==> src/smc_pkg.sv <==
// ============================================================
// shared constants for the output mute and reference block
package smc_pkg;
	localparam int NCH = 4;
	localparam int CD_W = 12;
	localparam int SD_W = 20;
	localparam int DLY_W = 8;
	localparam int NAUX = 2;
	localparam int NCMOS = 4;
	localparam int NASYNC = 5;
	localparam int SYNC_DEPTH = 3;
	localparam int PULSE_W = 4;
	// source clock is the loop post-divider output
	localparam int SRC_HZ = 25_000_000;
	localparam int SR_MAX_HZ = 25_000_000;
	localparam logic [7:0] REG_REQ_CTRL = 8'h1a;
	localparam logic [7:0] REG_REQ_RESET = 8'h00;
	localparam int REQ_MODE_LSB = 4;
	localparam int REQ_SEL_LSB = 2;
	localparam logic [1:0] REQ_MODE_RESAMPLE = 2'h3;
	localparam logic [PULSE_W-1:0] PULSE_CNT = 4'h4;
	// async input bit positions
	localparam int AS_ALOL = 0;
	localparam int AS_DLOL = 1;
	localparam int AS_PLOL = 2;
	localparam int AS_SYNC = 3;
	localparam int AS_REQ = 4;
	typedef enum logic [1:0] {
		SMC_CMOS_NORMAL,
		SMC_CMOS_INVERT,
		SMC_CMOS_HIZ,
		SMC_CMOS_LOW
	} smc_cmos_mode_t;
	typedef enum logic {
		SMC_PULSE_IDLE,
		SMC_PULSE_BURST
	} smc_pulse_state_t;
endpackage : smc_pkg

==> src/smc_output_ctrl.sv <==
`timescale 1ns/100ps
module smc_output_ctrl (
	input wire logic sys_clk,
	input wire logic sys_rst,
	input wire logic regWrEn,
	input wire logic [7:0] regAddr,
	input wire logic [7:0] regWrData,
	output logic [7:0] regRdData,
	input wire logic analogLossOfLock,
	input wire logic digitalLossOfLock,
	input wire logic phaseLossOfLock,
	input wire logic syncPin,
	input wire logic sysrefReq,
	input wire logic [smc_pkg::NCH*smc_pkg::CD_W-1:0] chDiv,
	input wire logic [smc_pkg::NCH*smc_pkg::SD_W-1:0] srDiv,
	input wire logic [smc_pkg::NCH*smc_pkg::DLY_W-1:0] staticDly,
	input wire logic [smc_pkg::NCH*smc_pkg::DLY_W-1:0] srDly,
	input wire logic [smc_pkg::NCH-1:0] srSelect,
	input wire logic [smc_pkg::NCH-1:0] analogDlyEn,
	input wire logic [smc_pkg::NCH-1:0] pulsedMode,
	input wire logic [smc_pkg::NCH-1:0] syncEn,
	input wire logic [smc_pkg::NCH*2-1:0] driverEn,
	input wire logic [smc_pkg::NCH-1:0] muteEn,
	input wire logic [smc_pkg::NCH-1:0] mute_on_analog_loop_unlock,
	input wire logic [smc_pkg::NCH-1:0] mute_on_digital_loop_unlock,
	input wire logic [smc_pkg::NCH-1:0] mute_on_digital_phase_unlock,
	input wire logic [smc_pkg::NCH-1:0] divider_pin_replica_enable,
	input wire logic [smc_pkg::NAUX-1:0] aux_pin_output_enable,
	input wire logic [smc_pkg::NCMOS*2-1:0] cmosMode,
	output logic [smc_pkg::NCH-1:0] chOut,
	output logic [smc_pkg::NCH-1:0] divPowered,
	output logic [smc_pkg::NAUX-1:0] auxOut,
	output logic [smc_pkg::NAUX-1:0] auxOe,
	output logic [smc_pkg::NCMOS-1:0] cmosOut,
	output logic [smc_pkg::NCMOS-1:0] cmosOe
);
	// returns {output enable, level} for one single-ended pin
	function automatic logic [1:0] cmos_drive(
		input logic [1:0] mode,
		input logic clk
	);
		logic [1:0] res;
		res = 2'h0;
		case (smc_pkg::smc_cmos_mode_t'(mode))
			smc_pkg::SMC_CMOS_NORMAL: res = {1'b1, clk};
			smc_pkg::SMC_CMOS_INVERT: res = {1'b1, ~clk};
			smc_pkg::SMC_CMOS_HIZ: res = 2'h0;
			smc_pkg::SMC_CMOS_LOW: res = 2'h2;
			default: res = 2'h0;
		endcase
		return res;
	endfunction : cmos_drive
	// ============================================================
	// register and input synchronisers
	logic [7:0] reqCtrl_r;
	logic [1:0] reqMode;
	logic [1:0] reqSel;
	logic [smc_pkg::NASYNC-1:0] asyncIn;
	logic [smc_pkg::NASYNC-1:0] filt_r;
	logic reqPrev_r;
	logic reqEvent;
	logic reqPending_r;
	logic reqFire;
	logic [smc_pkg::NCH-1:0] srTick;
	logic [smc_pkg::NCH-1:0] replTap;
	assign reqMode = reqCtrl_r[smc_pkg::REQ_MODE_LSB +: 2];
	assign reqSel = reqCtrl_r[smc_pkg::REQ_SEL_LSB +: 2];
	always_ff @(posedge sys_clk) begin
		if (sys_rst) begin
			reqCtrl_r <= smc_pkg::REG_REQ_RESET;
		end else if (regWrEn && regAddr == smc_pkg::REG_REQ_CTRL) begin
			reqCtrl_r <= regWrData;
		end
	end
	always_ff @(posedge sys_clk) begin
		if (sys_rst) begin
			regRdData <= 8'h00;
		end else begin
			regRdData <= (regAddr == smc_pkg::REG_REQ_CTRL) ? reqCtrl_r : 8'h00;
		end
	end
	assign asyncIn = {sysrefReq, syncPin, phaseLossOfLock,
		digitalLossOfLock, analogLossOfLock};
	for (genvar a = 0; a < smc_pkg::NASYNC; a++) begin : g_sync
		logic [smc_pkg::SYNC_DEPTH-1:0] s_r;
		always_ff @(posedge sys_clk) begin
			if (sys_rst) begin
				s_r <= '0;
				filt_r[a] <= 1'b0;
			end else begin
				s_r <= {s_r[1:0], asyncIn[a]};
				// a change counts once the last two stages agree
				if (s_r[1] == s_r[2]) begin
					filt_r[a] <= s_r[2];
				end
			end
		end
	end
	// ============================================================
	// reference request, optionally resampled on a divider boundary
	assign reqEvent = filt_r[smc_pkg::AS_REQ] & ~reqPrev_r;
	assign reqFire = (reqMode == smc_pkg::REQ_MODE_RESAMPLE)
		? (reqPending_r | reqEvent) & srTick[reqSel] : reqEvent;
	always_ff @(posedge sys_clk) begin
		if (sys_rst) begin
			reqPrev_r <= 1'b0;
			reqPending_r <= 1'b0;
		end else begin
			reqPrev_r <= filt_r[smc_pkg::AS_REQ];
			// a firing clears the pending flag, even with a new request in the same cycle
			if (reqEvent && !reqFire) begin
				reqPending_r <= 1'b1;
			end else if (reqFire) begin
				reqPending_r <= 1'b0;
			end
		end
	end
	// ============================================================
	// per-channel divider, delay, pulser and mute
	for (genvar c = 0; c < smc_pkg::NCH; c++) begin : g_ch
		logic [smc_pkg::CD_W-1:0] cdCnt_r;
		logic [smc_pkg::CD_W-1:0] cdLim;
		logic [smc_pkg::SD_W-1:0] srCnt_r;
		logic [smc_pkg::SD_W-1:0] srLim;
		logic [smc_pkg::DLY_W:0] dlyCnt_r;
		logic [smc_pkg::DLY_W:0] dlyLoad;
		logic [smc_pkg::PULSE_W-1:0] pulseCnt_r;
		smc_pkg::smc_pulse_state_t pState_r;
		logic cdTick;
		logic cdOut_r;
		logic srOut_r;
		logic adly_r;
		logic base;
		logic shaped;
		logic gateOpen_r;
		logic muted_r;
		logic muteCond;
		logic powerDown;
		logic syncHold;
		logic startOk;
		logic held;
		assign cdLim = chDiv[c*smc_pkg::CD_W +: smc_pkg::CD_W];
		assign srLim = srDiv[c*smc_pkg::SD_W +: smc_pkg::SD_W];
		assign powerDown = ~|driverEn[c*2 +: 2];
		assign syncHold = filt_r[smc_pkg::AS_SYNC] & syncEn[c];
		// mute conditions from each loop's lock status
		assign muteCond = muteEn[c] & (
			(mute_on_analog_loop_unlock[c] & filt_r[smc_pkg::AS_ALOL])
			| (mute_on_digital_loop_unlock[c] & filt_r[smc_pkg::AS_DLOL])
			| (mute_on_digital_phase_unlock[c]
			& filt_r[smc_pkg::AS_PLOL]));
		// start waits for analog lock when auto-mute covers it
		assign startOk = ~(muteEn[c] & mute_on_analog_loop_unlock[c]
			& filt_r[smc_pkg::AS_ALOL]);
		assign dlyLoad = {1'b0, staticDly[c*smc_pkg::DLY_W +: smc_pkg::DLY_W]}
			+ (srSelect[c] ? {1'b0, srDly[c*smc_pkg::DLY_W +: smc_pkg::DLY_W]}
			: '0);
		assign held = powerDown | syncHold | (dlyCnt_r != '0);
		assign cdTick = (cdCnt_r + 12'h001 >= cdLim);
		// divider ratio of at least one keeps the output at or below src/2
		assign srTick[c] = cdTick & (srCnt_r + 20'h00001 >= srLim);
		// equal delays released on the same edge start in phase
		always_ff @(posedge sys_clk) begin
			if (sys_rst || powerDown || syncHold) begin
				dlyCnt_r <= dlyLoad;
			end else if (startOk && dlyCnt_r != '0) begin
				dlyCnt_r <= dlyCnt_r - 9'h001;
			end
		end
		always_ff @(posedge sys_clk) begin
			if (sys_rst || held) begin
				cdCnt_r <= '0;
				srCnt_r <= '0;
				cdOut_r <= 1'b0;
				srOut_r <= 1'b0;
			end else begin
				cdCnt_r <= cdTick ? '0 : cdCnt_r + 12'h001;
				if (cdTick) begin
					cdOut_r <= ~cdOut_r;
					srCnt_r <= srTick[c] ? '0 : srCnt_r + 20'h00001;
				end
				if (srTick[c]) begin
					srOut_r <= ~srOut_r;
				end
			end
		end
		// continuous replica taken before analog delay and pulser
		assign replTap[c] = srOut_r & srSelect[c]
			& divider_pin_replica_enable[c] & ~held;
		assign base = srSelect[c] ? srOut_r : cdOut_r;
		always_ff @(posedge sys_clk) begin
			if (sys_rst || held) begin
				adly_r <= 1'b0;
			end else begin
				adly_r <= base;
			end
		end
		assign shaped = (srSelect[c] && analogDlyEn[c]) ? adly_r : base;

		// burst of pulses per request in pulsed mode
		always_ff @(posedge sys_clk) begin
			if (sys_rst || held) begin
				pState_r <= smc_pkg::SMC_PULSE_IDLE;
				pulseCnt_r <= '0;
			end else begin
				case (pState_r)
					smc_pkg::SMC_PULSE_IDLE: begin
						if (reqFire) begin
							pState_r <= smc_pkg::SMC_PULSE_BURST;
							pulseCnt_r <= smc_pkg::PULSE_CNT;
						end
					end
					smc_pkg::SMC_PULSE_BURST: begin
						if (srTick[c] && srOut_r) begin
							pulseCnt_r <= pulseCnt_r - 4'h1;
							if (pulseCnt_r == 4'h1) begin
								pState_r <= smc_pkg::SMC_PULSE_IDLE;
							end
						end
					end
					default: pState_r <= smc_pkg::SMC_PULSE_IDLE;
				endcase
			end
		end

		// gate and mute change only while the path is low: no runt pulses
		always_ff @(posedge sys_clk) begin
			if (sys_rst) begin
				gateOpen_r <= 1'b0;
				muted_r <= 1'b0;
			end else if (!shaped) begin
				gateOpen_r <= ~(srSelect[c] & pulsedMode[c])
					| (pState_r == smc_pkg::SMC_PULSE_BURST);
				muted_r <= muteCond;
			end
		end

		always_ff @(posedge sys_clk) begin
			if (sys_rst || held) begin
				chOut[c] <= 1'b0;
			end else begin
				chOut[c] <= shaped & gateOpen_r & ~muted_r;
			end
		end

		assign divPowered[c] = ~powerDown;
	end

	// ============================================================
	// auxiliary pin replicas and single-ended drivers
	for (genvar p = 0; p < smc_pkg::NAUX; p++) begin : g_aux
		always_ff @(posedge sys_clk) begin
			if (sys_rst) begin
				auxOut[p] <= 1'b0;
				auxOe[p] <= 1'b0;
			end else begin
				auxOe[p] <= aux_pin_output_enable[p];
				auxOut[p] <= aux_pin_output_enable[p] & |replTap;
			end
		end
	end

	// pins 0,1 follow channel 0 and pins 2,3 follow channel 1
	for (genvar k = 0; k < smc_pkg::NCMOS; k++) begin : g_cmos
		logic [1:0] drv;
		assign drv = cmos_drive(cmosMode[k*2 +: 2], chOut[k/2]);
		always_ff @(posedge sys_clk) begin
			if (sys_rst) begin
				cmosOut[k] <= 1'b0;
				cmosOe[k] <= 1'b0;
			end else begin
				cmosOut[k] <= drv[0];
				cmosOe[k] <= drv[1];
			end
		end
	end

endmodule : smc_output_ctrl

==> config.mk <==
export PLATFORM = sky130hd
export DESIGN_NAME = smc_output_ctrl
export DESIGN_NICKNAME = d
export VERILOG_FILES = /design/src/smc_pkg.sv /design/src/smc_output_ctrl.sv
export SDC_FILE = /design/constraint.sdc
export NUM_CORES = 1
export LEC_CHECK = 0
export BUFFER_PORTS_ARGS = -buffer_cell sky130_fd_sc_hd__buf_2
export CAP_MARGIN = 10
export CORE_MARGIN = 2
export CORE_UTILIZATION = 30
export DETAILED_ROUTE_END_ITERATION = 16
export HOLD_SLACK_MARGIN = 0.15
export SYNTH_ARGS = -nofsm -noshare
export SYNTH_HDL_FRONTEND = slang
export SYNTH_SLANG_ARGS = --single-unit
==> constraint.sdc <==
create_clock -name sys_clk -period 9 [get_ports sys_clk]
set_clock_uncertainty 0.1 [all_clocks]
set_input_delay 0.9 -clock sys_clk [delete_from_list [all_inputs] [get_ports sys_clk]]
set_output_delay 0.9 -clock sys_clk [all_outputs]
set_load 0.05 [all_outputs]
==> results of run 1 <==
[registers in the layout (all words and copies together) (netlist names)]
| name | count |
|---|---|
| g_ch.muted_r | 4 |
| g_ch.cdOut_r | 4 |
| reqPrev_r | 1 |
| cmosOe | 4 |
| g_ch.adly_r | 4 |
| g_ch.pulseCnt_r | 16 |
| cmosOut | 4 |
| g_ch.pState_r | 4 |
| auxOe | 2 |
| g_sync.s_r | 15 |
| g_ch.srOut_r | 4 |
| chOut | 4 |
| regRdData | 8 |
| filt_r | 5 |
| g_ch.cdCnt_r | 48 |
| g_ch.dlyCnt_r | 36 |
| g_ch.srCnt_r | 80 |
| reqCtrl_r | 8 |
| g_ch.gateOpen_r | 4 |
| reqPending_r | 1 |
| auxOut | 2 |
[power groups by stage]
stage | logic, uW | clock network (uW) | registers (uW)
after floorplan | 185 | 0 | 1280
after global placement | 298 | 0 | 1270
after detailed placement | 304 | 0 | 1280
after CTS | 308 | 1450 | 1250
after global routing | 347 | 1480 | 1260
final | 304 | 1390 | 1250
[critical path, stage by stage (launching register included)]
cell	delay (ns)
dfxtp_1	0.42
ha_1	0.25
nand3_1	0.18
nor4_1	0.57
and3_1	0.32
nand3_1	0.23
nor2_1	0.26
xor2_1	0.12
ha_1	0.29
nand4_1	0.15
or4_4	0.59
o211ai_4	0.25
a21oi_2	0.12
a2111oi_4	0.59
nand2_1	0.15
and4bb_1	0.22
[placed cells by master, fill, tap and decap left out, types with 7 or more instances in the layout]
cell type | synthesis | layout
buf_2 | 5 | 300
or2_2 | 8 | 8
o41ai_1 | 9 | 9
o31ai_1 | 21 | 21
xnor2_1 | 102 | 102
o211ai_1 | 7 | 7
nor4_1 | 13 | 13
o21a_1 | 8 | 8
nand2b_1 | 9 | 9
ha_1 | 180 | 180
nor3b_1 | 8 | 8
nand3_1 | 74 | 74
a22oi_1 | 8 | 8
buf_4 | 1 | 13
nand2_1 | 182 | 182
o21bai_1 | 8 | 8
edfxtp_1 | 36 | 36
a211oi_1 | 17 | 17
o21ai_0 | 100 | 100
clkbuf_1 | 37 | 8
nand4_1 | 17 | 17
nor2b_1 | 50 | 50
a21boi_0 | 7 | 7
and3_1 | 54 | 54
a21o_1 | 9 | 9
nor4b_1 | 8 | 8
a21oi_1 | 104 | 104
inv_1 | 190 | 190
mux2i_1 | 22 | 22
nor2_1 | 179 | 179
clkbuf_16 | 0 | 39
nor3_1 | 21 | 21
xor2_1 | 86 | 86
and2_1 | 49 | 49
dfxtp_1 | 222 | 222
[kinds of logic after synthesis]
family,Yosys count
AO/OA/AOI/OAI,346
XOR/XNOR,188
adder cells (fa/ha/maj),184
buffers and inverters,238
flip-flops,258
multiplexers,26
AND/OR/NAND/NOR,720
[through the flow]
stage               total power (uW)  utilization (%)
floorplan                       1460                -
detailed placement              1580             34.4
global placement                1570             34.4
global route                    3090             36.5
finish                          2950             36.5
CTS                             3010             36.5
[synthesized netlist by cell type (all sizes together) (10+ instances only)]
master | instances | area, um^2
and2 | 50 | 313
nand4 | 19 | 131
buf | 10 | 47.5
ha | 180 | 2250
mux2i | 22 | 220
nor2b | 50 | 313
inv | 191 | 717
and3 | 56 | 353
nor3 | 24 | 135
edfxtp | 36 | 1080
o21ai | 104 | 524
nor2 | 184 | 708
a211oi | 17 | 128
nand3 | 79 | 428
nor4 | 19 | 183
o31ai | 21 | 158
nand2 | 182 | 683
a21oi | 106 | 538
xor2 | 86 | 753
clkbuf | 37 | 139
xnor2 | 102 | 893
dfxtp | 222 | 4440
[worst min path at each step]
stage	slack, ns	to	depth (start not counted)
6_report	0.33	chOut[3]	1
5_1_grt	0.35	chOut[0]	1
4_1_cts	0.33	chOut[3]	1
3_5_place_dp	0.32	chOut[3]	1
3_3_place_gp	0.31	chOut[3]	1
2_1_floorplan	0.30	chOut[0]	1
[layout make-up]
class	count	share of cell area, %
tap	704	4.40
clock buffer	50	5.24
clock inverter	11	0.532
sequential	258	27.6
multi-input combinational	1464	50.6
inverter	191	3.59
antenna	1	0.0125
timing repair buffer	313	8.00
[layer usage]
metal | track usage (%) | share of wire, %
met3 | 3.31 | 5.4
met5 | 0 | 0.090
met1 | 19.8 | 46
met4 | 5.02 | 2.5
met2 | 25.3 | 46
==> metrics.csv, run 1 <==
metric,value,unit
status,"finished, final reports clean",
setup_viol,0,
combPwrFrac,10.3,%
pwr-share-seq,42.5,%
track_usage,15.3,%
die_width,239,um
post_cts_buffers,0,
clock_sinks,258,
start_kind,flip-flop,
core,54800,um^2
ir_drop,81.8,uV
avgSynthCellArea,8.44,um^2
switching_share,24.3,%
synthAdderAreaFrac,14.1,%
cts_tree,done,
drv_cap,0,
synth-xor-area-share,9.95,%
clock.fmax,203,MHz
via_count,14500,
area_growth_syn_to_layout,20.9,%
rsz0062_at_grt,no,
power-per-cell-area,147,nW/um^2
ys_seq_area_share,33.4,%
first_pass_iters,5,
synth_cell_types,78,
rr_endpoint,g_ch[2].pulseCnt_r[3],
async_flop_share,0,%
synth_area,16500,um^2
fillers,5599,
placed_area,18800,um^2
nNetsFinal,2717,
synth_cells,1960,
dp.cells,2927,
worstMarginPinSlew,0.862,ns
synth_flop_cell,dfxtp_1,
holdCritPathClass,reg2reg,
yosys_warnings,0,
min_period,4.92,ns
cts_hold_buf,0,
drive_above_1_share,17.9,%
endpoint_kind,flip-flop,
worstPathMaxFanout,10,
synth-edff-count,36,
cts-htree-levels,2,
grt_pass1_vias,14100,
antenna_found_initial,4,
final_hold_viol_count,0,
tns,0,ns
cts_made_buffers,35,
synth_top_family_by_area,simple AND/OR/NAND/NOR gates,
worstPathArrival,5.24,ns
synth-simple-area-share,22.2,%
endpoint,g_ch[2].pulseCnt_r[3],
start_util,30.2,%
period_share,54.7,%
multiInputGateArea,10100,um^2
reg2reg_depth,15,
slew_headroom,42.3,%
required,9.31,ns
cts.clk_slew.worst_paths,0.06,ns
grt.overflow.total,0,
grt_max_degree,41,
viasPerCell,4.85,
hold_slack,0.330,ns
post-route-cell-area,20000,um^2
setup_slack,4.08,ns
clkLatencyLatePin,0.53,ns
drv_slew,0,
wl,44500,um
cts-root-buf,clkbuf_16,
antenna_left,0,
hpwlAfterDp,35200,um
clkPwrFrac,47.2,%
boundaryPins,298,
post_cts_resized,0,
synth_compound_area_share,13.3,%
die_height,239,um
cellLeakagePower,0.00933,uW
clock_path_buffers,3,
hp-start,g_ch[3].muted_r,
row_count,86,
grt_pass1_wl,70400,um
wire_per_inst,14.9,um
dp_slack,4.12,ns
p_int,2230,uW
io_buffers,297,
crit_path_start,g_ch[1].srCnt_r[0],
seq_area,5530,um^2
die_area,57000,um^2
drc,0,
ys_ff_latch,258,
syn-num-nets,2414,
path_class,reg2reg,
power.net_switching,718,uW
reg2reg_from,g_ch[1].srCnt_r[0],
synthMuxAreaShare,1.60,%
globalplace.congestion,0.871,
instances_no_fill,2992,
rrSetupSlack,4.08,ns
drt_iter0_drc,668,
Power figures use the tool's default switching activity.
==> run 2, diff against run 1 <==
clock period = 4.8 ns   (was 9 ns; I/O delays follow)
==> run 2 against run 1 <==
Fmax is 10% higher. Global-route usage is 0.27 points higher. Design area is 2.4% higher. Worst hold slack worse by 0.11 ns. Worst setup slack worse by 3.7 ns. Critical path depth is 1 higher. Largest power group unchanged. Non-clock buffer count is 47 higher. Sequential power is 88% higher. Flip-flop and latch count stayed put. Clock power is 89% higher.
==> metrics.csv, run 2 (same netlist as run 1, synthesis figures left out) <==
metric,value,unit,change
status,"finished, final reports clean",,
slew_headroom,38.5,%,-3.8 points
path_class,reg2reg,,
nNetsFinal,2765,,+1.8%
layout_common_cells,"buf_2, dfxtp_1, inv_1, nand2_1, ha_1",,
top_register,g_ch.srCnt_r,,
drv_cap,0,,unchanged
cts-htree-levels,2,,unchanged
track_usage,15.6,%,+0.27 points
drc,0,,unchanged
holdCritPathClass,in2reg,,
hpwlAfterDp,35500,um,+0.84%
io_buffers,297,,unchanged
cellLeakagePower,0.00955,uW,+2.4%
row_count,86,,unchanged
area_growth_syn_to_layout,23.7,%,
cts-root-buf,clkbuf_16,,
antenna_found_initial,1,,-3
grt_pass1_vias,14500,,+2.7%
hold_slack,0.216,ns,-0.113 ns
clock_sinks,258,,unchanged
post-route-cell-area,20500,um^2,+2.4%
placed_area,18900,um^2,+0.44%
period_share,93.0,%,+38 points
required,5.12,ns,-4.19 ns
endpoint_kind,flip-flop,,
first_pass_iters,6,,+1
die_area,57000,um^2,unchanged
die_height,239,um,unchanged
drt_iter0_drc,698,,+4.5%
wire_per_inst,14.9,um,-0.14%
largest_reg_flops,80,,unchanged
grt_max_degree,42,,+2.4%
boundaryPins,298,,unchanged
via_count,14500,,+0.18%
clock_path_buffers,3,,unchanged
setup_viol,0,,unchanged
drv_slew,0,,unchanged
clkLatencyLatePin,0.53,ns,about the same
drive_above_1_share,18.4,%,+0.44 points
cts.clk_slew.worst_paths,0.06,ns,about the same
final_hold_viol_count,0,,unchanged
grt_pass1_wl,71800,um,+2.0%
core,54800,um^2,unchanged
mostFrequentLayoutCell,buf_2,,
worstPathArrival,4.78,ns,-0.46 ns
grt.overflow.total,0,,unchanged
worstPathMaxFanout,8,,-2
ir_drop,183,uV,+120%
min_period,4.46,ns,-0.462 ns
rsz0062_at_grt,no,,
die_width,239,um,unchanged
cts_tree,done,,
viasPerCell,4.78,,-1.4%
tns,0,ns,unchanged
clock.fmax,224,MHz,+10%
start_kind,flip-flop,,
wl,45200,um,+1.5%
antenna_left,0,,unchanged
globalplace.congestion,0.837,,-3.8%
worstMarginPinSlew,0.919,ns,+0.0566 ns
start_util,30.2,%,unchanged
cts_made_buffers,36,,+2.9%
power-per-cell-area,273,nW/um^2,+85%
reg_top3,"g_ch.srCnt_r x80, g_ch.cdCnt_r x48, g_ch.dlyCnt_r x36",,
## run 2: cell types whose count changed in the layout (fill, tap and decap cells not counted), sizes merged
cell         change
inv              +2
clkinvlp         +2
clkinv           -1
dlygate4sd3     +37
buf             +10
clkbuf           -1
## run 2: layout make-up
cell class	instances	area (um^2)
Fill cell	5517	34300
Multi-Input combinational cell	1464	10100
Sequential cell	258	5530
Timing Repair Buffer	360	2050
Clock buffer	49	1030
Tap cell	704	881
Inverter	191	717
Clock inverter	14	134
Antenna cell	1	2.50
## run 2: metal layers
metal,track usage [%],share of wire (%),vias to the layer above
met1,20.0,46,6682
li1,-,-,7444
met4,5.70,2.8,0
met2,26.2,46,341
met3,2.62,5.1,73
met5,0,0,-
## run 2: what timing repair did
| action | 4_1_cts | 5_1_grt |
|---|---|---|
| setup endpoints to repair | 0 | 25 |
| endpoints found under the hold margin | 32 | 0 |
| hold buffers | 37 | 0 |
| resized for setup | 0 | 3 |
| buffers inserted | 0 | 1 |
## run 2: metrics by stage
| step | setup slack (ns) | power, uW | util [%] | cells |
|---|---|---|---|---|
| detailed placement | 0.294 | 2970 | 34.5 | 2938 |
| finish | 0.338 | 5580 | 37.4 | 3041 |
| global placement | 0.427 | 2950 | 34.5 | 2938 |
| floorplan | 0.586 | 2740 | - | 1960 |
| CTS | 0.291 | 5690 | 37.3 | 3038 |
| global route | 0.00500 | 5860 | 37.4 | 3041 |
## run 2: critical path: stages (launching register included)
cell,delay (ns)
dfxtp_1,0.45
ha_1,0.31
nand2_1,0.18
nor4_4,0.33
and3_1,0.30
nand3_2,0.19
nor2_1,0.20
xor2_1,0.09
ha_1,0.31
and4_1,0.26
nand4_1,0.19
o211ai_1,0.24
o211ai_1,0.25
a2111oi_4,0.45
buf_4,0.24
a21oi_1,0.08
o21a_1,0.18
## run 2: final timing paths
kind	slack, ns	cells past startpoint	end	startpoint
max	0.34	16	g_ch[0].pulseCnt_r[0]	g_ch[2].srCnt_r[0]
min	0.22	4	g_ch[2].gateOpen_r	pulsedMode[2]
max reg2reg	0.34	16	g_ch[0].pulseCnt_r[0]	g_ch[2].srCnt_r[0]
min reg2reg	0.33	1	chOut[0]	g_ch[0].muted_r
## run 2: where the power goes
group	switching (uW)	internal [uW]
Clock	1020	1610
Combinational	304	292
Sequential	62.0	2290
Total	1390	4190
